`config.mk`:
```
export PLATFORM = sky130hd
export DESIGN_NAME = pmh_handler
export DESIGN_NICKNAME = d
export VERILOG_FILES = /design/src/pmh_handler.v
export VERILOG_INCLUDE_DIRS = /design/src /design/src/src
export SDC_FILE = /design/constraint.sdc
export NUM_CORES = 1
export LEC_CHECK = 0
export BUFFER_PORTS_ARGS = -buffer_cell sky130_fd_sc_hd__buf_2
export CORE_ASPECT_RATIO = 1.2
export CORE_MARGIN = 2
export CORE_UTILIZATION = 50
export CTS_CLUSTER_SIZE = 16
export DETAILED_ROUTE_END_ITERATION = 8
export PLACE_DENSITY = 0.76
export SLEW_MARGIN = 40
export SYNTH_ARGS = -nofsm -noshare
export SYNTH_HDL_FRONTEND = slang
export SYNTH_SLANG_ARGS = --single-unit
```
`constraint.sdc`:
```
create_clock -name pclk -period 3.1 [get_ports pclk]
set_input_delay 0.31 -clock pclk [delete_from_list [all_inputs] [get_ports pclk]]
set_output_delay 0.31 -clock pclk [all_outputs]
set_load 0.05 [all_outputs]
```
`src/pmh_map.vh`:
```
// Constants for the power mode message handler
`ifndef PMH_MAP_VH
`define PMH_MAP_VH
// Message type codes
`define PMH_T_QUERY 16'hf006
`define PMH_T_SETCMD 16'hf005
`define PMH_T_SETREPLY 16'hf105
`define PMH_T_REPORT 16'hf106
`define PMH_T_READY 16'hf202
`define PMH_T_SCAN 16'hf003
`define PMH_T_PARAM 16'h1001
// Power modes
`define PMH_M_ACTIVE 3'h0
`define PMH_M_IDLE 3'h1
`define PMH_M_STBY_E 3'h2
`define PMH_M_STBY_S 3'h3
`define PMH_M_SLEEP_D 3'h4
// Status codes
`define PMH_S_OK 32'h00000000
`define PMH_S_GENERIC 32'h00000001
`define PMH_S_OPMODE 32'h00000002
`define PMH_S_VALUE 32'h00000003
`define PMH_S_SLEEP 32'h00000004
`define PMH_S_SIZE 32'h00000005
`define PMH_S_DISABLED 32'h00000006
`define PMH_S_BUFSIZE 32'h00000007
`define PMH_S_UNKNOWN 32'h00000008
`define PMH_S_INTERNAL 32'h80000000
// Request byte counts
`define PMH_LEN_SHORT 16'h0004
`define PMH_LEN_SET 16'h0008
// APB offsets
`define PMH_A_CTRL 12'h000
`define PMH_A_STATUS 12'h004
`define PMH_A_REQ_HDR 12'h008
`define PMH_A_REQ_ARG 12'h00c
`define PMH_A_REQ_LEN 12'h010
`define PMH_A_REQ_GO 12'h014
`define PMH_A_RSP_HDR 12'h018
`define PMH_A_RSP_MODE 12'h01c
`define PMH_A_RSP_STAT 12'h020
`define PMH_A_IRQ_STAT 12'h024
`define PMH_A_IRQ_CLR 12'h028
`define PMH_A_IRQ_EN 12'h02c
`define PMH_A_POWER 12'h030
`define PMH_A_FAULT 12'h034
// Bit positions
`define PMH_B_CONNECT 0
`define PMH_B_SCAN_STOP 1
`define PMH_B_SERIAL 2
`define PMH_B_IRQ_RSP 0
`define PMH_B_IRQ_READY 1
`endif

```
`src/pmh_handler.v`:
```
// Power mode message handler: request decode, replies, power controls
// ----------------------------------------
// ----------------------------------------
`timescale 1ns/1ps
`include "pmh_map.vh"
module pmh_handler (
	input wire pclk,
	input wire presetn,
	input wire psel,
	input wire penable,
	input wire pwrite,
	input wire [11:0] paddr,
	input wire [31:0] pwdata,
	output reg [31:0] prdata,
	output reg pready,
	output reg pslverr,
	input wire wake_pin,
	output reg irq,
	output reg radio_mode,
	output reg tx_enable,
	output reg rx_enable,
	output reg amp_enable,
	output reg baseband_run,
	output reg baseband_clk_en,
	output reg front_end_power,
	output reg eth_phy_power,
	output reg eth_cmd_accept,
	output reg serial_cmd_accept
);
// ----------------------------------------
// Registers
// ----------------------------------------
reg [2:0] mode;
reg connected;
reg scanning;
reg [15:0] req_type;
reg [15:0] req_track;
reg [31:0] req_arg;
reg [15:0] req_len;
reg req_serial;
reg [15:0] rsp_type;
reg [15:0] rsp_track;
reg [31:0] rsp_mode;
reg [31:0] rsp_stat;
reg [1:0] irq_stat;
reg [1:0] irq_en;
reg [30:0] fault_code;
reg fault;
reg [15:0] last_track;
reg wk1;
reg wk2;
reg wk3;
reg go;
reg [31:0] st;
wire apb_acc = psel & penable;
// Writes land on the completing edge, where the registered ready is high
wire wr = apb_acc & pwrite & pready;
wire rd = apb_acc & ~pwrite;
wire wr_wait = apb_acc & pwrite & ~pready;
wire irq_clr_wr = wr & (paddr == `PMH_A_IRQ_CLR);
wire [1:0] irq_clr = irq_clr_wr ? pwdata[1:0] : 2'h0;
reg wake_prev;
// Wake pin edge counts only once stages two and three agree
wire wake_rise = wk2 & wk3 & ~wake_prev;
wire asleep = (mode != `PMH_M_ACTIVE);
wire ready_evt = (mode == `PMH_M_SLEEP_D) & wake_rise;
wire known = (req_type == `PMH_T_QUERY) | (req_type == `PMH_T_SETCMD) |
	(req_type == `PMH_T_SCAN) | (req_type == `PMH_T_PARAM);
wire [15:0] want_len = (req_type == `PMH_T_QUERY) ? `PMH_LEN_SHORT : `PMH_LEN_SET;
// Ports allowed by current power state
wire port_ok = req_serial ? 1'b1 : (mode != `PMH_M_STBY_S);
// ----------------------------------------
// Status selection
// ----------------------------------------
always @* begin
	// First failing check decides the code
	st = `PMH_S_OK;
	if (fault) begin
		st = `PMH_S_INTERNAL | {1'b0, fault_code};
	end else if (!known) begin
		st = `PMH_S_UNKNOWN;
	end else if (req_len != want_len) begin
		st = `PMH_S_SIZE;
	// Discrete sleep left only by the pin
	end else if (mode == `PMH_M_SLEEP_D) begin
		st = `PMH_S_SLEEP;
	// Serial-only standby refuses ethernet requests
	end else if (!port_ok) begin
		st = `PMH_S_GENERIC;
	end else if ((req_type == `PMH_T_SCAN || req_type == `PMH_T_PARAM) && asleep) begin
		st = `PMH_S_SLEEP;
	end else if (req_type == `PMH_T_SCAN && !connected) begin
		st = `PMH_S_OPMODE;
	end else if (req_type == `PMH_T_SETCMD && req_arg > {29'h0, `PMH_M_SLEEP_D}) begin
		st = `PMH_S_VALUE;
	end
end
// ----------------------------------------
// Wake pin synchroniser
// ----------------------------------------
// First stage may go metastable; only stage two reads it
always @(posedge pclk or negedge presetn) begin
	if (!presetn) begin
		wk1 <= 1'b0;
		wk2 <= 1'b0;
		wk3 <= 1'b0;
		wake_prev <= 1'b0;
	end else begin
		wk1 <= wake_pin;
		wk2 <= wk1;
		wk3 <= wk2;
		// Agreed level only, so a one-cycle glitch never counts
		if (wk2 == wk3) begin
			wake_prev <= wk3;
		end
	end
end
// ----------------------------------------
// Request capture
// ----------------------------------------
always @(posedge pclk or negedge presetn) begin
	if (!presetn) begin
		req_type <= 16'h0000;
		req_track <= 16'h0000;
		req_arg <= 32'h00000000;
		req_len <= 16'h0000;
		req_serial <= 1'b0;
		fault <= 1'b0;
		fault_code <= 31'h00000000;
		go <= 1'b0;
	end else begin
		// One pulse per GO write, since a write lands only once
		go <= wr && (paddr == `PMH_A_REQ_GO);
		if (wr) begin
			case (paddr)
				`PMH_A_REQ_HDR: begin
					req_type <= pwdata[31:16];
					req_track <= pwdata[15:0];
				end
				`PMH_A_REQ_ARG: req_arg <= pwdata;
				`PMH_A_REQ_LEN: begin
					req_len <= pwdata[15:0];
					req_serial <= pwdata[16];
				end
				// Test hook: injects an internal error code
				`PMH_A_FAULT: begin
					fault <= pwdata[31];
					fault_code <= pwdata[30:0];
				end
				default: begin
				end
			endcase
		end
	end
end
// ----------------------------------------
// Interrupt status and enable
// ----------------------------------------
always @(posedge pclk or negedge presetn) begin
	if (!presetn) begin
		irq_stat <= 2'h0;
		irq_en <= 2'h0;
	end else begin
		// Enable bits gate only the line, never the flags
		if (wr && (paddr == `PMH_A_IRQ_EN)) begin
			irq_en <= pwdata[1:0];
		end
		// Set beats clear on the sticky flags
		irq_stat <= (irq_stat & ~irq_clr) | {ready_evt, go};
	end
end
// ----------------------------------------
// Mode, scan and reply
// ----------------------------------------
always @(posedge pclk or negedge presetn) begin
	if (!presetn) begin
		mode <= `PMH_M_ACTIVE;
		connected <= 1'b0;
		scanning <= 1'b0;
		rsp_type <= 16'h0000;
		rsp_track <= 16'h0000;
		rsp_mode <= 32'h00000000;
		rsp_stat <= 32'h00000000;
		last_track <= 16'h0000;
	end else begin
		// A scan start in the same edge still wins
		if (wr && (paddr == `PMH_A_CTRL) && pwdata[`PMH_B_SCAN_STOP]) begin
			scanning <= 1'b0;
		end
		if (go) begin
			rsp_track <= req_track;
			last_track <= req_track;
			rsp_stat <= st;
			if (port_ok) begin
				connected <= 1'b1;
			end
			if (req_type == `PMH_T_QUERY) begin
				rsp_type <= `PMH_T_REPORT;
			end else if (req_type == `PMH_T_SETCMD) begin
				rsp_type <= `PMH_T_SETREPLY;
			end else begin
				rsp_type <= req_type | 16'h0100;
			end
			rsp_mode <= {29'h0, mode};
			if (st == `PMH_S_OK) begin
				if (req_type == `PMH_T_SETCMD) begin
					mode <= req_arg[2:0];
					scanning <= 1'b0;
				end
				if (req_type == `PMH_T_SCAN) begin
					scanning <= 1'b1;
				end
			end
		end else if (ready_evt) begin
			mode <= `PMH_M_ACTIVE;
			rsp_type <= `PMH_T_READY;
			rsp_track <= last_track;
			rsp_mode <= 32'h00000000;
			rsp_stat <= `PMH_S_OK;
		end
	end
end
// ----------------------------------------
// APB read and outputs
// ----------------------------------------
always @(posedge pclk or negedge presetn) begin
	if (!presetn) begin
		prdata <= 32'h00000000;
		pready <= 1'b0;
		pslverr <= 1'b0;
	end else begin
		// One wait state: ready answers in the second access cycle
		pready <= apb_acc & ~pready;
		pslverr <= 1'b0;
		prdata <= 32'h00000000;
		if (rd && !pready) begin
			case (paddr)
				`PMH_A_CTRL: prdata <= {31'h0, connected};
				`PMH_A_STATUS: prdata <= {27'h0, scanning, connected, mode};
				`PMH_A_REQ_HDR: prdata <= {req_type, req_track};
				`PMH_A_REQ_ARG: prdata <= req_arg;
				`PMH_A_REQ_LEN: prdata <= {15'h0, req_serial, req_len};
				`PMH_A_RSP_HDR: prdata <= {rsp_type, rsp_track};
				`PMH_A_RSP_MODE: prdata <= rsp_mode;
				`PMH_A_RSP_STAT: prdata <= rsp_stat;
				`PMH_A_IRQ_STAT: prdata <= {30'h0, irq_stat};
				`PMH_A_IRQ_EN: prdata <= {30'h0, irq_en};
				`PMH_A_POWER: prdata <= {22'h0, radio_mode, tx_enable, rx_enable, amp_enable,
					baseband_run, baseband_clk_en, front_end_power, eth_phy_power,
					eth_cmd_accept, serial_cmd_accept};
				`PMH_A_FAULT: prdata <= {fault, fault_code};
				`PMH_A_REQ_GO, `PMH_A_IRQ_CLR: prdata <= 32'h00000000;
				default: pslverr <= 1'b1;
			endcase
		end else if (wr_wait) begin
			// Writes to read-only or unmapped offsets raise pslverr
			case (paddr)
				`PMH_A_CTRL, `PMH_A_REQ_HDR, `PMH_A_REQ_ARG, `PMH_A_REQ_LEN, `PMH_A_REQ_GO,
				`PMH_A_IRQ_CLR, `PMH_A_IRQ_EN, `PMH_A_FAULT: pslverr <= 1'b0;
				default: pslverr <= 1'b1;
			endcase
		end
	end
end
// ----------------------------------------
// Interrupt line
// ----------------------------------------
always @(posedge pclk or negedge presetn) begin
	if (!presetn) begin
		irq <= 1'b0;
	end else begin
		// Level output, one edge behind the flags
		irq <= |(irq_stat & irq_en);
	end
end
// ----------------------------------------
// Power controls
// ----------------------------------------
// Registered, so each control lags its mode change by one edge
always @(posedge pclk or negedge presetn) begin
	if (!presetn) begin
		radio_mode <= 1'b1;
		tx_enable <= 1'b0;
		rx_enable <= 1'b1;
		amp_enable <= 1'b0;
		baseband_run <= 1'b0;
		baseband_clk_en <= 1'b1;
		front_end_power <= 1'b1;
		eth_phy_power <= 1'b1;
		eth_cmd_accept <= 1'b1;
		serial_cmd_accept <= 1'b1;
	end else begin
		radio_mode <= ~connected;
		// Full tx and rx while scanning
		tx_enable <= scanning & (mode == `PMH_M_ACTIVE);
		rx_enable <= (mode == `PMH_M_ACTIVE);
		amp_enable <= scanning & (mode == `PMH_M_ACTIVE);
		baseband_run <= connected & (mode == `PMH_M_ACTIVE);
		// Standby E gates clock, front end
		baseband_clk_en <= (mode == `PMH_M_ACTIVE) | (mode == `PMH_M_IDLE);
		front_end_power <= (mode == `PMH_M_ACTIVE) | (mode == `PMH_M_IDLE);
		// Standby S drops PHY and ethernet
		eth_phy_power <= (mode != `PMH_M_STBY_S) & (mode != `PMH_M_SLEEP_D);
		eth_cmd_accept <= (mode != `PMH_M_STBY_S) & (mode != `PMH_M_SLEEP_D);
		serial_cmd_accept <= (mode != `PMH_M_SLEEP_D);
	end
end
endmodule // pmh_handler

```
==> impl_metrics.csv <==
group,metric,value,unit
detailed_routing,route.detailed.drc,0,
timing,finalHoldViolations,0,
floorplanning,die_area,0.0227,mm²
synth,synth-xor-area-share,0.0813,%
finish,fin_nets,983,
finish,layout-drive-gt1-share,36.3,%
synth,synth_top_family_by_area,"multiplexers",
timing,setup_tns,0,ns
detailed_routing,ant_nets,0,
timing,relSlewSlack,59.5,%
placed_design,portBuffers,94,
global_route,antenna_found_initial,0,
worst_setup_path,cp_top_family,"simple AND/OR/NAND/NOR gates",
worst_setup_path,critPathMaxFanout,4,
worst_setup_path,cp.arrival,3.23,ns
clocking,cts.clk_slew.worst_paths,0.06,ns
worst_setup_path,cp_slowest_cell,"or4_4",
synth,synth_ff_type,"dfrtp_1",
detailed_routing,drtIter0Drc,697,
pwr,p_per_area,552,mW/mm²
timing,worst_pin_slew,0.602,ns
floorplanning,die_x,138,µm
synth,synth-compound-area-share,13.5,%
detailed_routing,first_pass_iters,6,
floorplanning,rows,58,
clocking,htree_levels,1,
pwr,power.total,0.00697,W
finish,area_growth,17.3,%
synth,ys_ff_latch,252,
clocking,insertion_delay,0.54,ns
finish,stdcell_count,1222,
timing,finalClockSkew,0.0270,ns
global_route,grt_pass1_wl,45.4,mm
global_route,grt_max_degree,79,
clocking,cts.sinks,252,
synth,synth_edf_count,0,
clocking,ctsResizeCount,0,
timing,min_period,2.82,ns
clocking,cts_tree,"yes",
worst_setup_path,start_kind,"flip-flop",
clocking,cts_hold_buf,2,
status,status,"complete, no violations",
timing,clock.fmax,0.355,GHz
timing,hold-worst-slack,0.0404,ns
worst_setup_path,crit_buf_inv,1,
worst_setup_path,cp_slowest_stage_delay,0.57,ns
global_route,grt_usage,26.0,%
synth,synth_fa_ha_area_share,0.116,%
job,drv_cap,0,
floorplanning,die_h,165,µm
worst_setup_path,path_cells,"or4_4 > nor4_1 > buf_4 > mux2i_1 > nand4_2 > nor4b_4 > mux2_2",
clocking,clockRootBuffer,"clkbuf_16",
synth,ys_seq_area_share,58.6,%
synth,synthesis.nets,881,
pwr,p_leak,5.99,nW
synth,yosys_warnings,0,
timing,grt_setup_unrepaired,"false",
finish,diodes,0,
clocking,cts_buffer_depth,3,
pwr,peakVddDrop,0.438,mV
synth,avgSynthCellArea,13.0,µm²
global_route,grt_pass1_vias,8000,
placed_design,place_inst,1172,
clocking,cts_buffers,26,
global_route,grt_overflow_total,0,
synth,synthMuxAreaShare,16.0,%
synth,yosys.area_share.simple,8.73,%
placed_design,place_congestion,0.927,
floorplanning,start_util,51.2,%
detailed_routing,via_count,7730,
timing,period_share,90.8,%
timing,finalSetupViolCount,0,
floorplanning,pin_count,95,
detailed_routing,wirelength,28.3,mm
synth,async_flop_share,100,%
synth,synth_cell_types,63,
detailed_routing,wl_per_cell,23.1,µm
worst_setup_path,endpoint_kind,"flip-flop",
synth,syn_area,0.0108,mm²
timing,maxSlewViolCount,0,
placed_design,hpwlAfterDp,18.3,mm
worst_setup_path,worstPathRequired,3.51,ns
detailed_routing,vias_per_cell,6.33,
hold_path,hold_path.class,"primary input to flip-flop",
synth,syn_inst,830,
clocking,post_cts_buffers,0,
worst_setup_path,path_class,"flip-flop to flip-flop",
floorplanning,placeableCoreArea,0.0210,mm²
[cells in the final DEF (no fill, tap or decap), drive strengths merged, types with 14 or more instances in the layout]
cell	netlist	final
a22o	30	30
nand2	55	55
nor2	31	31
nor3	14	14
clkbuf	26	28
o21ai	27	27
a31oi	18	18
a222oi	29	29
dfrtp	247	247
mux2	149	149
buf	28	126
a22oi	43	43
a21oi	19	19
[power by group]
group	internal, W	switching [W]
logic	0.0000452	0.000123
clock network	0.00218	0.00133
registers	0.00329	0.00000367
[per-stage QoR]
stage,worst slack [ns],cell area (µm²),util (%)
final,0.285,12600,60.0
after global routing,0.175,12600,60.0
after CTS,0.299,12600,60.0
after detailed placement,0.299,11600,55.2
after global placement,0.413,11600,55.2
after floorplan,0.464,10800,-
[synth_stat cells (6+ instances only)]
master / count / area (µm²)
o21ai_0: 27 / 135
clkbuf_1: 26 / 97.6
a31oi_1: 18 / 113
nor2_1: 28 / 105
buf_6: 7 / 78.8
nand4_1: 6 / 37.5
buf_2: 16 / 80.1
inv_1: 7 / 26.3
nand3_1: 11 / 55.1
and2_1: 6 / 37.5
a222oi_1: 29 / 290
mux2_2: 143 / 1610
a22o_1: 30 / 263
nand2_1: 55 / 206
mux2_1: 6 / 67.6
nor4_1: 13 / 81.3
dfrtp_1: 247 / 6180
a22oi_1: 43 / 323
nor3_1: 11 / 55.1
a21oi_1: 19 / 95.1
[sequential cells by signal, indices dropped and copies added, names as in the netlist, 2 cells and up]
name        flops
fault_code     31
irq_en          2
irq_stat        2
last_track     16
mode            3
prdata         32
req_arg        32
req_len        16
req_track      16
req_type       16
rsp_mode        3
rsp_stat       32
rsp_track      16
rsp_type       16
[logic make-up after synthesis]
family                   count (synthesis)
AO/OA/AOI/OAI                          190
XOR/XNOR                                 1
adder cells (fa/ha/maj)                  1
buffers and inverters                   62
flip-flops                             252
multiplexers                           154
AND/OR/NAND/NOR                        170
[final timing paths]
kind	endpoint	slack [ns]	from	cells past startpoint
max	mode[0]$_DFFE_PN0P_	0.28	req_type[4]$_DFFE_PN0P_	7
min	req_arg[22]$_DFFE_PN0P_	0.04	pwdata[22]	2
max reg2reg	mode[0]$_DFFE_PN0P_	0.28	req_type[4]$_DFFE_PN0P_	7
min reg2reg	wk2$_DFF_PN0_	0.35	wk1$_DFF_PN0_	0
max in group asynchronous	rsp_stat[4]$_DFFE_PN0P_	1.92	presetn	3
min in group asynchronous	rsp_type[9]$_DFFE_PN0P_	0.36	presetn	2
[layer usage]
metal / global-route usage [%] / vias up / routed length, µm
met5: 0 / - / 0
met2: 43.8 / 308 / 14300
met3: 3.22 / 57 / 1690
li1: - / 3371 / -
met4: 8.53 / 0 / 763
met1: 35.1 / 3994 / 11500
[worst reg2reg max path: cells and delay by family, from the launching register on]
kind | cells | cell delay, ns
multiplexers | 2 | 0.73
flip-flops | 1 | 0.41
buffers and inverters | 1 | 0.18
AND/OR/NAND/NOR | 4 | 1.37
[final cells by class]
class	count	area, µm²
Multi-Input combinational cell	516	4150
Clock inverter	20	303
Clock buffer	28	678
Sequential cell	252	6310
Timing Repair Buffer	128	816
Inverter	8	30.0
Tap cell	270	338
Fill cell	1689	8420
No activity file was read; power rests on OpenSTA's default activity.
